`config.mk`:
```
export PLATFORM = sky130hd
export DESIGN_NAME = pid_top
export DESIGN_NICKNAME = d
export VERILOG_FILES = /design/src/hdl/pid_pkg.sv /design/src/hdl/pid_alu_if.sv /design/src/hdl/pid_alu.sv /design/src/hdl/pid_top.sv
export SDC_FILE = /design/constraint.sdc
export NUM_CORES = 1
export LEC_CHECK = 0
export BUFFER_PORTS_ARGS = -buffer_cell sky130_fd_sc_hd__buf_2
export CORE_UTILIZATION = 50
export CTS_CLUSTER_SIZE = 14
export DETAILED_ROUTE_END_ITERATION = 8
export HOLD_SLACK_MARGIN = 0.03
export PLACE_DENSITY = 0.71
export SYNTH_ARGS = -nofsm -noshare
export SYNTH_HDL_FRONTEND = slang
export SYNTH_SLANG_ARGS = --single-unit
```
`constraint.sdc`:
```
create_clock -name clk -period 4.3 [get_ports clk]
set_input_delay 0.645 -clock clk [delete_from_list [all_inputs] [get_ports clk]]
set_output_delay 0.645 -clock clk [all_outputs]
set_load 0.01 [all_outputs]
```
`src/hdl/pid_pkg.sv`:
```
`default_nettype none

package pid_pkg;

  // ****************************************
  // Prefix bytes
  // ****************************************
  localparam logic [7:0] PFX_SWAP_Y = 8'h90;
  localparam logic [7:0] PFX_IND_Y = 8'h91;
  localparam logic [7:0] PFX_IND = 8'h92;

  // ****************************************
  // Opcode layout: high nibble mode, low nibble operation
  // ****************************************
  localparam int OPC_MODE_MSB = 7;
  localparam int OPC_MODE_LSB = 4;
  localparam logic [3:0] MD_INH = 4'h4;
  localparam logic [3:0] MD_IMM = 4'ha;
  localparam logic [3:0] MD_DIR = 4'hb;
  localparam logic [3:0] MD_DIRL = 4'hc;
  localparam logic [3:0] MD_IDXL = 4'hd;
  localparam logic [3:0] MD_IDXS = 4'he;
  localparam logic [3:0] MD_IDX0 = 4'hf;
  localparam logic [3:0] OP_AND = 4'h4;
  localparam logic [3:0] OP_LD = 4'h6;
  localparam logic [3:0] OP_ADC = 4'h9;
  localparam logic [3:0] OP_NOP = 4'hd;

  // ****************************************
  // Condition code bit positions and reset values
  // ****************************************
  localparam int CC_C = 0;
  localparam int CC_Z = 1;
  localparam int CC_N = 2;
  localparam int CC_I = 3;
  localparam int CC_H = 4;
  localparam logic [4:0] CC_RST = 5'h00;
  localparam logic [7:0] ACC_RST = 8'h00;
  localparam logic [15:0] EA_RST = 16'h0000;
  localparam logic [15:0] EA_SHORT_MAX = 16'h01fe;
  localparam logic [2:0] LEN_MIN = 3'h1;
  localparam logic [2:0] LEN_MAX = 3'h4;

  typedef enum logic [4:0] {
    S_FETCH = 5'b00001,
    S_EXT1 = 5'b00010,
    S_EXT2 = 5'b00100,
    S_CALC = 5'b01000,
    S_OPND = 5'b10000
  } pid_state_t;

  function automatic logic [1:0] pid_ext_bytes(input logic [3:0] md);
    unique case (md)
      MD_IMM, MD_DIR, MD_IDXS: pid_ext_bytes = 2'h1;
      MD_DIRL, MD_IDXL: pid_ext_bytes = 2'h2;
      default: pid_ext_bytes = 2'h0;
    endcase
  endfunction

  function automatic logic pid_is_prefix(input logic [7:0] b);
    pid_is_prefix = (b == PFX_SWAP_Y) || (b == PFX_IND_Y) || (b == PFX_IND);
  endfunction

  function automatic logic pid_is_opcode(input logic [7:0] b);
    logic [3:0] md;
    logic [3:0] op;
    md = b[OPC_MODE_MSB:OPC_MODE_LSB];
    op = b[OPC_MODE_LSB-1:0];
    if (md == MD_INH) begin
      pid_is_opcode = (op == OP_NOP);
    end else begin
      pid_is_opcode = (md >= MD_IMM) && ((op == OP_AND) || (op == OP_LD) || (op == OP_ADC));
    end
  endfunction

endpackage

`default_nettype wire

```
`src/hdl/pid_alu_if.sv`:
```
`timescale 1ns/1ps
`default_nettype none

interface pid_alu_if;
  logic [7:0] a;
  logic [7:0] m;
  logic c_in;
  logic [3:0] op;
  logic [7:0] res;
  logic h;
  logic n;
  logic z;
  logic c;
  modport core(output a, m, c_in, op, input res, h, n, z, c);
  modport alu(input a, m, c_in, op, output res, h, n, z, c);
endinterface

`default_nettype wire

```
`src/hdl/pid_alu.sv`:
```
`timescale 1ns/1ps
`default_nettype none

module pid_alu import pid_pkg::*; (
  pid_alu_if.alu bus
);

  logic [8:0] sum;
  logic [4:0] half;

  always_comb begin
    sum = {1'b0, bus.a} + {1'b0, bus.m} + {8'h00, bus.c_in};
    half = {1'b0, bus.a[3:0]} + {1'b0, bus.m[3:0]} + {4'h0, bus.c_in};
    unique case (bus.op)
      OP_ADC: bus.res = sum[7:0];
      OP_AND: bus.res = bus.a & bus.m;
      default: bus.res = bus.m;
    endcase
    bus.c = sum[8];
    bus.h = half[4];
    bus.n = bus.res[7];
    bus.z = (bus.res == 8'h00);
  end

endmodule // pid_alu

`default_nettype wire

```
`src/hdl/pid_top.sv`:
```
`timescale 1ns/1ps
`default_nettype none

// What this block does
// - Indexed address is index plus offset, unsigned
// - No-offset indexed: no extra byte, range 00-FF
// - Short indexed: one offset byte, range 00-1FE
// - Long indexed: two offset bytes, full space
// - Instructions are one to four bytes long
// - One optional prefix, then opcode, then 0-2 bytes
// - Prefix 90 swaps X for Y
// - Prefix 92 makes direct forms indirect
// - Prefix 92 makes X indexed indirect
// - Prefix 91 makes X indirect indexed use Y
// - Unknown opcode or prefix byte resets device
// - Known prefix with known opcode never resets
// - ADC adds with carry, sets H N Z C
// - AND updates accumulator, only N and Z
// - Inherent instructions are the opcode alone
module pid_top import pid_pkg::*; (
  input wire logic clk,
  input wire logic nrst,
  input wire logic byte_valid,
  input wire logic [7:0] byte_in,
  input wire logic [7:0] idx_x,
  input wire logic [7:0] idx_y,
  input wire logic opnd_valid,
  input wire logic [7:0] opnd_in,
  output logic byte_ready_r,
  output logic [15:0] ea_r,
  output logic ea_valid_r,
  output logic use_y_r,
  output logic indirect_r,
  output logic [7:0] opc_r,
  output logic [2:0] instr_len_r,
  output logic instr_done_r,
  output logic illegal_rst_r,
  output logic [7:0] acc_r,
  output logic [4:0] cc_r
);

  // ****************************************
  // Reset release
  // ****************************************
  logic rst_s1_r;
  logic rst_s2_r;

  always_ff @(posedge clk or negedge nrst) begin
    if (!nrst) begin
      rst_s1_r <= 1'b0;
      rst_s2_r <= 1'b0;
    end else begin
      rst_s1_r <= 1'b1;
      rst_s2_r <= rst_s1_r;
    end
  end

  // ****************************************
  // Decode state
  // ****************************************
  pid_state_t state_r, state_nxt;
  logic [7:0] pfx_r, pfx_nxt;
  logic pfx_v_r, pfx_v_nxt;
  logic [15:0] ofs_r, ofs_nxt;
  logic [15:0] ea_nxt;
  logic ea_valid_nxt, use_y_nxt, indirect_nxt, byte_ready_nxt;
  logic [7:0] opc_nxt, acc_nxt;
  logic [2:0] len_nxt;
  logic done_nxt, ill_nxt;
  logic [4:0] cc_nxt;
  logic take, exec_go;
  logic [3:0] md_in, md_r;
  logic [7:0] idx_sel;
  pid_alu_if alu_bus ();

  pid_alu u_alu (
    .bus(alu_bus)
  );

  assign take = byte_valid && byte_ready_r;
  assign md_in = byte_in[OPC_MODE_MSB:OPC_MODE_LSB];
  assign md_r = opc_r[OPC_MODE_MSB:OPC_MODE_LSB];
  assign idx_sel = use_y_r ? idx_y : idx_x;
  assign exec_go = ((state_r == S_CALC) && (md_r == MD_IMM)) || ((state_r == S_OPND) && opnd_valid);
  assign alu_bus.a = acc_r;
  assign alu_bus.m = (state_r == S_OPND) ? opnd_in : ofs_r[7:0];
  assign alu_bus.c_in = cc_r[CC_C];
  assign alu_bus.op = opc_r[OPC_MODE_LSB-1:0];

  // ****************************************
  // Next state and datapath
  // ****************************************
  always_comb begin
    state_nxt = state_r;
    pfx_nxt = pfx_r;
    pfx_v_nxt = pfx_v_r;
    ofs_nxt = ofs_r;
    ea_nxt = ea_r;
    ea_valid_nxt = 1'b0;
    use_y_nxt = use_y_r;
    indirect_nxt = indirect_r;
    opc_nxt = opc_r;
    len_nxt = instr_len_r;
    done_nxt = 1'b0;
    ill_nxt = 1'b0;
    acc_nxt = acc_r;
    cc_nxt = cc_r;
    unique case (state_r)
      S_FETCH: begin
        if (take && pid_is_prefix(byte_in)) begin
          pfx_nxt = byte_in;
          pfx_v_nxt = 1'b1;
        end else if (take && pid_is_opcode(byte_in)) begin
          // A prefix before a legal opcode never resets, even if unused
          opc_nxt = byte_in;
          ofs_nxt = EA_RST;
          len_nxt = pfx_v_r ? 3'h2 : LEN_MIN;
          use_y_nxt = pfx_v_r && (((pfx_r == PFX_SWAP_Y) && (md_in != MD_DIRL))
                      || ((pfx_r == PFX_IND_Y) && (md_in >= MD_IDXL)));
          indirect_nxt = pfx_v_r && (((pfx_r == PFX_IND) && (md_in >= MD_DIR))
                         || ((pfx_r == PFX_IND_Y) && (md_in >= MD_IDXL)));
          state_nxt = (pid_ext_bytes(md_in) == 2'h0) ? S_CALC : S_EXT1;
        end else if (take) begin
          ill_nxt = 1'b1;
          pfx_v_nxt = 1'b0;
          acc_nxt = ACC_RST;
          cc_nxt = CC_RST;
          len_nxt = 3'h0;
        end
      end
      S_EXT1: begin
        if (take) begin
          ofs_nxt = {8'h00, byte_in};
          len_nxt = instr_len_r + 3'h1;
          state_nxt = (pid_ext_bytes(md_r) == 2'h2) ? S_EXT2 : S_CALC;
        end
      end
      S_EXT2: begin
        if (take) begin
          ofs_nxt = {ofs_r[7:0], byte_in};
          len_nxt = instr_len_r + 3'h1;
          state_nxt = S_CALC;
        end
      end
      S_CALC: begin
        // Indirect forms hand out the pointer address; the pointer fetch is outside
        if (md_r >= MD_IDXL) begin
          ea_nxt = ofs_r + {8'h00, idx_sel};
        end else begin
          ea_nxt = ofs_r;
        end
        if ((md_r == MD_INH) || (md_r == MD_IMM)) begin
          done_nxt = 1'b1;
          pfx_v_nxt = 1'b0;
          state_nxt = S_FETCH;
        end else begin
          ea_valid_nxt = 1'b1;
          state_nxt = S_OPND;
        end
      end
      S_OPND: begin
        if (opnd_valid) begin
          done_nxt = 1'b1;
          pfx_v_nxt = 1'b0;
          state_nxt = S_FETCH;
        end
      end
    endcase
    if (exec_go && (alu_bus.op != OP_NOP)) begin
      acc_nxt = alu_bus.res;
      cc_nxt[CC_N] = alu_bus.n;
      cc_nxt[CC_Z] = alu_bus.z;
      if (alu_bus.op == OP_ADC) begin
        cc_nxt[CC_H] = alu_bus.h;
        cc_nxt[CC_C] = alu_bus.c;
      end
    end
    byte_ready_nxt = (state_nxt == S_FETCH) || (state_nxt == S_EXT1) || (state_nxt == S_EXT2);
  end

  // ****************************************
  // Registers
  // ****************************************
  always_ff @(posedge clk or negedge rst_s2_r) begin
    if (!rst_s2_r) begin
      state_r <= S_FETCH;
      pfx_r <= 8'h00;
      pfx_v_r <= 1'b0;
      ofs_r <= EA_RST;
      ea_r <= EA_RST;
      ea_valid_r <= 1'b0;
      use_y_r <= 1'b0;
      indirect_r <= 1'b0;
      opc_r <= 8'h00;
      instr_len_r <= 3'h0;
      instr_done_r <= 1'b0;
      illegal_rst_r <= 1'b0;
      acc_r <= ACC_RST;
      cc_r <= CC_RST;
      byte_ready_r <= 1'b0;
    end else begin
      state_r <= state_nxt;
      pfx_r <= pfx_nxt;
      pfx_v_r <= pfx_v_nxt;
      ofs_r <= ofs_nxt;
      ea_r <= ea_nxt;
      ea_valid_r <= ea_valid_nxt;
      use_y_r <= use_y_nxt;
      indirect_r <= indirect_nxt;
      opc_r <= opc_nxt;
      instr_len_r <= len_nxt;
      instr_done_r <= done_nxt;
      illegal_rst_r <= ill_nxt;
      acc_r <= acc_nxt;
      cc_r <= cc_nxt;
      byte_ready_r <= byte_ready_nxt;
    end
  end
endmodule // pid_top

`default_nettype wire

```
Yosys cells after proc, flatten, opt, wreduce, memory -nomap -nowiden:

Cells that the tools add are included.
W data, S select, Z words.

* reductions and logical operators: 40
* equality and inequality tests: 47
* shift operators: 0
* add/sub/neg operators: 6
* div/mod/pow operators: 0
* order comparisons: 4
* bitwise operators: 2
* $mul: 0
* multiplexer cells: 62

Operators with widths (number)
* $mux W16: 5
* $mux W8: 7
* $eq A4 B4 Y1 const B: 13
* $mux W5: 10
* $eq A8 B8 Y1 const B: 6
* $pmux W16 S3: 1
* $pmux W5 S5: 1
* $eq A4 B3 Y1 const B: 5
* $mux W1: 19
* $add A16 B8 Y16: 1
* $ge A4 B4 Y1 const B: 4
* $pmux W8 S2: 1
* $mux W3: 5
* $logic_and A1 B1 Y1: 12
* $mux W2: 6
* $eq A5 B1 Y1 const B: 2
* $eq A5 B2 Y1 const B: 2
* $eq A5 B3 Y1 const B: 2
* $logic_or A1 B1 Y1: 10
* $ne A2 B2 Y1 const B: 5
* $reduce_and A5 Y1: 2
* $add A8 B8 Y9: 1
* $add A9 B1 Y9: 1
* $ne A3 B3 Y1 const B: 3
* 24 further kinds: 37

* memory bits (writable): 0
* memories: 0
* register bits: 77
* bits in read-only memories: 0
* bits in latches: 0

Logic depth before layout (Yosys ltp):

Gate-level depths: netlist of the first run.

* depth after elaboration: 19
* depth in mapped cells: 14
* gate-level depth less buffers: 13

Modules after synthesis:

A second synthesis of the first run with hierarchy kept.

* cell total of the unflattened synthesis: 507
* area total of the unflattened synthesis: 4807.1 um^2

By module, submodules not included
* pid_top: sequential area each 1928.1 um^2, cells an instance 418, area an instance 4134.0 um^2, instances 1
* pid_alu: sequential area each 0.0 um^2, cells an instance 89, area an instance 673.1 um^2, instances 1

Worst setup path after synthesis of the first run:

OpenSTA, ideal clock, no wires.

* path kind: reg-to-reg
* start: register state_r[2]
* end: register cc_r[1]
* stages on the path, launching flop included: 15
* setup slack: 1.103 ns
* arrival: 3.123 ns
* setup time: 0.074 ns
* buffers on the path: 1
* clock period less this slack: 3.197 ns
* cell sequence: dfrtp_1 -> buf_6 -> nor4_4 -> nand2_4 -> mux2i_1 -> fa_1 -> inv_1 -> fa_1 -> a211oi_1 -> o21bai_1 -> mux2i_1 -> o21ai_0 -> o211ai_1 -> a2111o_1 -> o21ai_2

* word-level cells in the longest chain between the ends: 7
* elaborated cells between the ends (all ways): 19
* those cells by class: add/sub: 2; eq/ne: 5; mux: 3; bitwise: 1; reduce/logical: 8

Ends and longest elaborated chain
* start: declaration: RTL line pid_top.sv:61 `pid_state_t state_r, state_nxt;`
* start signal: assignment: RTL line pid_top.sv:202 `state_r <= state_nxt;`
* $eq A5 B5 Y1: RTL line pid_top.sv:84, pid_top.sv:86
* $mux W8: RTL line pid_top.sv:86 `assign alu_bus.m = (state_r == S_OPND) ? opnd_in : ofs_r[7:0];`
* $add A8 B8 Y9: RTL line pid_alu.sv:12 `sum = {1'b0, bus.a} + {1'b0, bus.m} + {8'h00, bus.c_in};`
* $add A9 B1 Y9: RTL line pid_alu.sv:12
* $pmux W8 S2: RTL line pid_alu.sv:14 `unique case (bus.op)`
* $logic_not A8 Y1: RTL line pid_alu.sv:22 `bus.z = (bus.res == 8'h00);`
* $mux W3: RTL line pid_top.sv:169 `if (exec_go && (alu_bus.op != OP_NOP)) begin`
* end signal: assignment: RTL line pid_top.sv:215 `cc_r <= cc_nxt;`
* end: declaration: RTL line pid_top.sv:39 `output logic [4:0] cc_r`

Parallel ways exist; a longest one is shown, timed or not.
A chain may end at the register's enable or synchronous reset.

Worst setup path in the final report of the first run:

* start: register state_r[3]
* end: register cc_r[1]

Same word-level chain as after synthesis.

==> impl_metrics.env, run 1 <==
export IMPL_synth_edf_count=0
export IMPL_ctsResizeCount=0
export IMPL_vias_per_cell=5.72
export IMPL_wl_per_cell_um=15.8
export IMPL_cp_arrival_ps=4040
export IMPL_synth_seq_cells=76
export IMPL_postSynthAreaPerCell_um2=9.23
export IMPL_wl_um=10800
export IMPL_clk_latency_ps=360
export IMPL_initial_utilization_pct=52.2
export IMPL_yosysUniqueCellTypes=67
export IMPL_critical_path_slowest_cell="dfrtp_1"
export IMPL_cts_hold_buf=0
export IMPL_antenna_found_initial=0
export IMPL_period_needed_ps=3750
export IMPL_period_share_pct=87.1
export IMPL_syn_nets=557
export IMPL_coreArea_um2=8850
export IMPL_portBuffers=80
export IMPL_ios=82
export IMPL_grt_max_degree=44
export IMPL_cts_sinks=76
export IMPL_p_leak_uw=0.00257
export IMPL_seq_power_share_pct=54.6
export IMPL_power_density_nw_per_um2=252
export IMPL_maxCapViolations=0
export IMPL_end_kind="flop"
export IMPL_rows=34
export IMPL_dieHeight_um=98.1
export IMPL_drcViolationCount=5
export IMPL_synthCells=501
export IMPL_synth_top_cell_area_share_pct=40.6
export IMPL_clkTransAtPathRegs_ps=90
export IMPL_rsz0062_at_grt="false"
export IMPL_n_antenna_cell=0
export IMPL_syn_area_um2=4620
export IMPL_cts_tree="done"
export IMPL_gp_congestion=0.891
export IMPL_timing_final_ws_setup_ps=554
export IMPL_peakVddDrop_mv=0.179
export IMPL_switching_share_pct=26.8
export IMPL_tightest_slew_ps=940
export IMPL_dieArea_um2=9630
export IMPL_drive_gt1_share_pct=24.1
export IMPL_die_x_um=98.1
export IMPL_syn_to_final_growth_pct=13.7
export IMPL_criticalPathCategory="reg2reg"
export IMPL_post_route_util_pct=59.4
export IMPL_hold_class="in2async"
export IMPL_slew_violations=0
export IMPL_hpwl_um=8110
export IMPL_cts_buffers=9
export IMPL_crit_chain="nor4_4 -> nand2_4 -> mux2i_1 -> fa_1 -> inv_1 -> fa_1 -> a211oi_1 -> o21bai_1 -> mux2i_1 -> o21ai_0 -> o211ai_1 -> a2111o_1 -> o21ai_2"
export IMPL_final_nets=627
export IMPL_dr_pass1_iters=9
export IMPL_detail_route_antenna_nets=0
export IMPL_setup_tns_ps=0
export IMPL_clkPwrFrac_pct=41.4
export IMPL_yosys_area_top_type="dfrtp_1"
export IMPL_hold_violations=0
export IMPL_required_ps=4590
export IMPL_post_cts_buffers=0
export IMPL_via_count=3910
export IMPL_violations="design-rule violations"
export IMPL_crit_fanout=12
export IMPL_max_slew_margin_pct=37.1
export IMPL_clk_path_buf_depth=2
export IMPL_combinationalPowerShare_pct=4.0
export IMPL_grt_pass1_vias=3718
export IMPL_power_uw=1320
export IMPL_p_sw_uw=354
export IMPL_ys_top_cells_by_count="dfrtp_1 (75), nand2_1 (70), o21ai_0 (51), nor2_1 (38), a21oi_1 (24)"
export IMPL_cts_root_buf="clkbuf_8"
export IMPL_status="finished, violations left"
export IMPL_ys_seq_area_share_pct=41.2
export IMPL_internal_power_uw=968
export IMPL_gr_total_overflow=0
export IMPL_dp_slack_ps=642
export IMPL_htreeDepth=3
export IMPL_drt_initial_drc_count=159
export IMPL_synthFlopType="dfrtp_1"
export IMPL_synth_area_leaders="dfrtp_1 (41%), nand2_1 (5.7%), o21ai_0 (5.5%)"
export IMPL_setup_worst_path_start_class="flop"
export IMPL_track_usage_pct=23.5
export IMPL_slowest_delay_ps=540
export IMPL_grt_pass1_wl_um=18000
export IMPL_ys_async_sr_fraction_pct=100
export IMPL_yosys_warnings=0
export IMPL_max_clock_freq_ghz=0.267
export IMPL_yosysMostFrequentCell="dfrtp_1"
export IMPL_setup_violations=0
export IMPL_skew_ps=11.2
==> metrics by stage <==
| stage | instance area, µm² | cells | hold WS [ps] |
|---|---|---|---|
| 6_report | 5260 | 684 | 57.0 |
| 5_1_grt | 5260 | 684 | 38.9 |
| 4_1_cts | 5260 | 684 | 49.5 |
| 3_5_place_dp | 5060 | 668 | 343 |
| 3_3_place_gp | 5060 | 668 | 339 |
| 2_1_floorplan | 4620 | 501 | 331 |
==> kinds of logic after synthesis <==
family	synth area share, %
and+or+nand+nor	19.5
AOI/OAI and AO/OA	18.0
DFF	41.2
buffers and inverters	3.90
muxes	7.63
adders and majority gates	5.90
xor gates and xnor gates	3.79
other	0.162
==> registers in the layout, indices dropped and copies added, names as in the netlist <==
name / flops
rst_s2_r: 1
indirect_r: 1
pfx_r: 8
state_r: 5
ofs_r: 16
acc_r: 8
ea_r: 16
use_y_r: 1
ea_valid_r: 1
byte_ready_r: 1
instr_len_r: 3
illegal_rst_r: 1
pfx_v_r: 1
opc_r: 8
rst_s1_r: 1
cc_r: 3
instr_done_r: 1
==> area by class of cell <==
type,count,area [µm²]
multi-input cells,385,2540
clock buffers,9,124
inverters,17,63.8
repair buffers,82,415
clock inverters,7,73.8
flip-flops and latches,76,1900
fillers,795,3590
well taps,108,135
==> critical path, delay by kind of cell, from the launching register on <==
family	cells	cell delay [ps]
AOI/OAI and AO/OA	6	1260
adders and majority gates	2	680
buffers and inverters	1	60
DFF	1	540
muxes	2	490
and+or+nand+nor	2	640
==> placed cells by master, fill, tap and decap left out, types with 3 or more instances in the layout <==
cell type	n
inv_6	4
nand2_1	70
nand2b_1	11
xor2_1	3
a22oi_1	4
mux2i_1	9
clkbuf_8	9
a211oi_1	7
or2_2	6
a31oi_1	6
nor3b_1	5
xnor2_1	17
and2_1	4
ha_1	17
nor3_1	7
and3_1	3
dfrtp_1	74
inv_1	17
a22o_1	6
nor2_1	38
nor4_1	3
fa_1	3
a21o_1	8
nand4_1	5
nor2b_1	11
buf_2	80
o21ai_0	51
nand3_1	4
mux2_2	22
a21oi_1	24
==> power groups by stage <==
stage | logic [µW] | registers (µW) | clock network [µW]
after CTS | 53.8 | 721 | 557
after global placement | 52.5 | 735 | 0
after floorplan | 20.8 | 739 | 0
after global routing | 59.5 | 723 | 590
final | 53.1 | 721 | 548
after detailed placement | 53.7 | 736 | 0
==> final timing paths <==
path | from | to | slack, ps | cells after the start
max reg2reg | state_r[3]$_DFF_PN0_ | cc_r[1]$_DFFE_PN0P_ | 550 | 13
min in group clk | rst_s1_r$_DFF_PN0_ | rst_s2_r$_DFF_PN0_ | 360 | 0
max in group asynchronous | rst_s2_r$_DFF_PN0_ | state_r[0]$_DFF_PN1_ | 2960 | 1
max | state_r[3]$_DFF_PN0_ | cc_r[1]$_DFFE_PN0P_ | 550 | 13
min | nrst | rst_s2_r$_DFF_PN0_ | 60 | 1
min reg2reg | rst_s2_r$_DFF_PN0_ | pfx_r[0]$_DFFE_PN0P_ | 330 | 0
==> layer usage <==
metal | up-vias | wire length [µm] | global-route usage (%)
li1 | 1913 | - | -
met1 | 1843 | 4930 | 31.2
met2 | 133 | 5170 | 39.1
met3 | 21 | 505 | 3.65
met4 | 0 | 206 | 8.73
met5 | - | 0 | 0
Note: power is estimated with default switching activity, not from simulation.
==> run 2: changes to the inputs <==
Settings changed: ABC_AREA set to 1, PLACE_DENSITY 0.71 to 0.7.
==> run 2 against run 1 <==
Effect of this change: the flow now finishes without violations; synthesized area rose by 5.8%; count of clock-buffer cells in the layout rose by 1; register-to-register slack improved by 850 ps; final cell count rose by 29%; routed wire length rose by 19%; core utilization rose by 0.24 points; synthesized cell count rose by 34%; sequential power barely moved; first-iteration DRC count rose by 50%; total power rose by 4.6%; clock power rose by 6.4%; sequential share of layout area fell by 2.2 points; critical path type unchanged; critical endpoint unchanged; largest power group unchanged; highest routed layer unchanged.
==> impl_metrics.env, run 2 <==
export IMPL_required_ps=4610
export IMPL_design_area_um2=5590
export IMPL_drt_initial_drc_count=238
export IMPL_synthFlopType="dfrtp_1"
export IMPL_htreeDepth=3
export IMPL_setup_tns_ps=0
export IMPL_peakVddDrop_mv=0.167
export IMPL_clkTransAtPathRegs_ps=90
export IMPL_via_count=4731
export IMPL_crit_fanout=12
export IMPL_cts_tree="done"
export IMPL_wl_um=12800
export IMPL_end_kind="flop"
export IMPL_clk_latency_ps=370
export IMPL_post_cts_buffers=0
export IMPL_ios=82
export IMPL_post_route_util_pct=59.6
export IMPL_setup_worst_path_start_class="flop"
export IMPL_initial_utilization_pct=52.2
export IMPL_postSynthAreaPerCell_um2=7.27
export IMPL_cts_sinks=76
export IMPL_die_x_um=101
export IMPL_final_common_cell="nand2_1"
export IMPL_drcViolationCount=0
export IMPL_crit_chain="nor2_4 -> nand3_1 -> nand2_1 -> nand2_1 -> fa_1 -> inv_1 -> fa_1 -> nand2_1 -> nand2_1 -> inv_1 -> nand2_1 -> nor2_1 -> nand2_1 -> nor2_1 -> nand4_1 -> nand2_1"
export IMPL_synth_area_leaders="dfrtp_1 (38%), nand2_1 (15%), inv_1 (7.1%)"
export IMPL_critical_path_slowest_cell="dfrtp_1"
export IMPL_reg_largest_list="ea_r: 16 flops, ofs_r: 16 flops"
export IMPL_power_density_nw_per_um2=247
export IMPL_yosys_warnings=0
export IMPL_ys_async_sr_fraction_pct=100
export IMPL_cts_hold_buf=0
export IMPL_track_usage_pct=27.4
export IMPL_cts_root_buf="clkbuf_8"
export IMPL_yosysUniqueCellTypes=46
export IMPL_setup_violations=0
export IMPL_syn_nets=729
export IMPL_slew_violations=0
export IMPL_final_cell_mix="nand2_1 (189), inv_1 (92), buf_2 (80)"
export IMPL_gr_total_overflow=0
export IMPL_gp_congestion=0.914
export IMPL_antenna_found_initial=0
export IMPL_maxCapViolations=0
export IMPL_ctsResizeCount=0
export IMPL_n_antenna_cell=0
export IMPL_rsz0062_at_grt="false"
export IMPL_wl_per_cell_um=14.5
export IMPL_dieHeight_um=101
export IMPL_hold_violations=0
export IMPL_hpwl_um=9680
export IMPL_synthCells=673
export IMPL_criticalPathCategory="reg2reg"
export IMPL_dieArea_um2=10200
export IMPL_rows=35
export IMPL_portBuffers=80
export IMPL_final_nets=807
export IMPL_grtUsageMet1_pct=39.3
export IMPL_status="finished clean"
export IMPL_dr_pass1_iters=4
export IMPL_tightest_slew_ps=810
export IMPL_p_leak_uw=0.00300
export IMPL_hold_class="in2async"
export IMPL_busiest_layer="met2"
export IMPL_syn_to_final_growth_pct=14.3
export IMPL_vias_per_cell=5.35
export IMPL_grt_pass1_vias=4454
export IMPL_yosys_area_top_type="dfrtp_1"
export IMPL_cp_arrival_ps=3210
export IMPL_slowest_delay_ps=420
export IMPL_synth_top_cell_area_share_pct=38.4
export IMPL_power_uw=1380
export IMPL_synth_edf_count=0
export IMPL_grt_max_degree=39
export IMPL_yosysMostFrequentCell="nand2_1"
export IMPL_max_slew_margin_pct=46.0
export IMPL_syn_area_um2=4890
export IMPL_ys_top_cells_by_count="nand2_1 (189), inv_1 (92), dfrtp_1 (75), nand3_1 (66), nor2_1 (40)"
export IMPL_max_clock_freq_ghz=0.345
export IMPL_skew_ps=12.8
export IMPL_synth_seq_cells=76
export IMPL_period_share_pct=67.5
export IMPL_clk_path_buf_depth=2
export IMPL_period_needed_ps=2900
export IMPL_grtUsageMet2_pct=42.6
export IMPL_grt_use_met3_pct=3.47
export IMPL_drive_gt1_share_pct=18.5
export IMPL_crit_path_frequent_cell="nand2_1"
export IMPL_coreArea_um2=9370
export IMPL_detail_route_antenna_nets=0
export IMPL_ys_seq_area_share_pct=38.9
export IMPL_placed_cell_area_um2=5380
export IMPL_cts_buffers=9
export IMPL_fillers=952
export IMPL_grt_pass1_wl_um=21500
-- run 2: report_power, final --
group,leakage [µW],internal (µW),switching (µW),total [µW]
Clock,0.0000995,289,294,583
Combinational,0.00207,31.0,46.9,77.9
Sequential,0.000834,715,6.63,722
-- run 2: cell families (layout without fill, tap and decap cells) --
kind of cell | count (synthesis) | count (layout) | share of synthesized area (%)
other | 2 | 2 | 0.154
muxes | 7 | 7 | 1.61
AOI/OAI and AO/OA | 96 | 96 | 11.0
adders and majority gates | 20 | 20 | 5.58
DFF | 76 | 76 | 38.9
and+or+nand+nor | 349 | 349 | 31.9
buffers and inverters | 118 | 201 | 9.88
xor gates and xnor gates | 5 | 5 | 0.896
-- run 2: path summary, 6_finish.rpt --
check	from	endpoint	slack (ps)	depth (start not counted)
max	state_r[1]$_DFF_PN0_	cc_r[1]$_DFFE_PN0P_	1400	16
min reg2reg	rst_s2_r$_DFF_PN0_	pfx_r[3]$_DFFE_PN0P_	360	0
max reg2reg	state_r[1]$_DFF_PN0_	cc_r[1]$_DFFE_PN0P_	1400	16
max in group asynchronous	rst_s2_r$_DFF_PN0_	acc_r[0]$_DFFE_PN0P_	2920	1
min in group clk	rst_s1_r$_DFF_PN0_	rst_s2_r$_DFF_PN0_	360	0
min	nrst	rst_s1_r$_DFF_PN0_	50	1
-- run 2: through the flow --
| stage | setup slack, ps | hold WS, ps | cells |
|---|---|---|---|
| floorplan | 1810 | 331 | 673 |
| global placement | 1590 | 338 | 869 |
| detailed placement | 1440 | 343 | 869 |
| CTS | 1410 | 34.3 | 885 |
| global route | 1090 | 34.7 | 885 |
| finish | 1400 | 47.5 | 885 |
-- run 2: worst max-delay path, delay by kind of cell, from the launching register on --
family	cells	cell delay, ps
fa+ha+maj	2	770
simple gates	12	1510
buf+inv	2	130
flops	1	420
-- run 2: final cells by class --
cell class / count / area, µm² / share of cell area [%]
multi-input cells: 479 / 2500 / 44.8
flip-flops and latches: 76 / 1900 / 34.1
repair buffers: 84 / 430 / 7.70
inverters: 101 / 379 / 6.78
well taps: 129 / 161 / 2.89
clock buffers: 10 / 138 / 2.46
clock inverters: 6 / 71.3 / 1.28
-- run 2: layer usage --
metal	wire length, µm	vias up
met3	738	20
met2	5660	160
met4	240	0
met1	6190	2220
li1	-	2331
met5	0	-
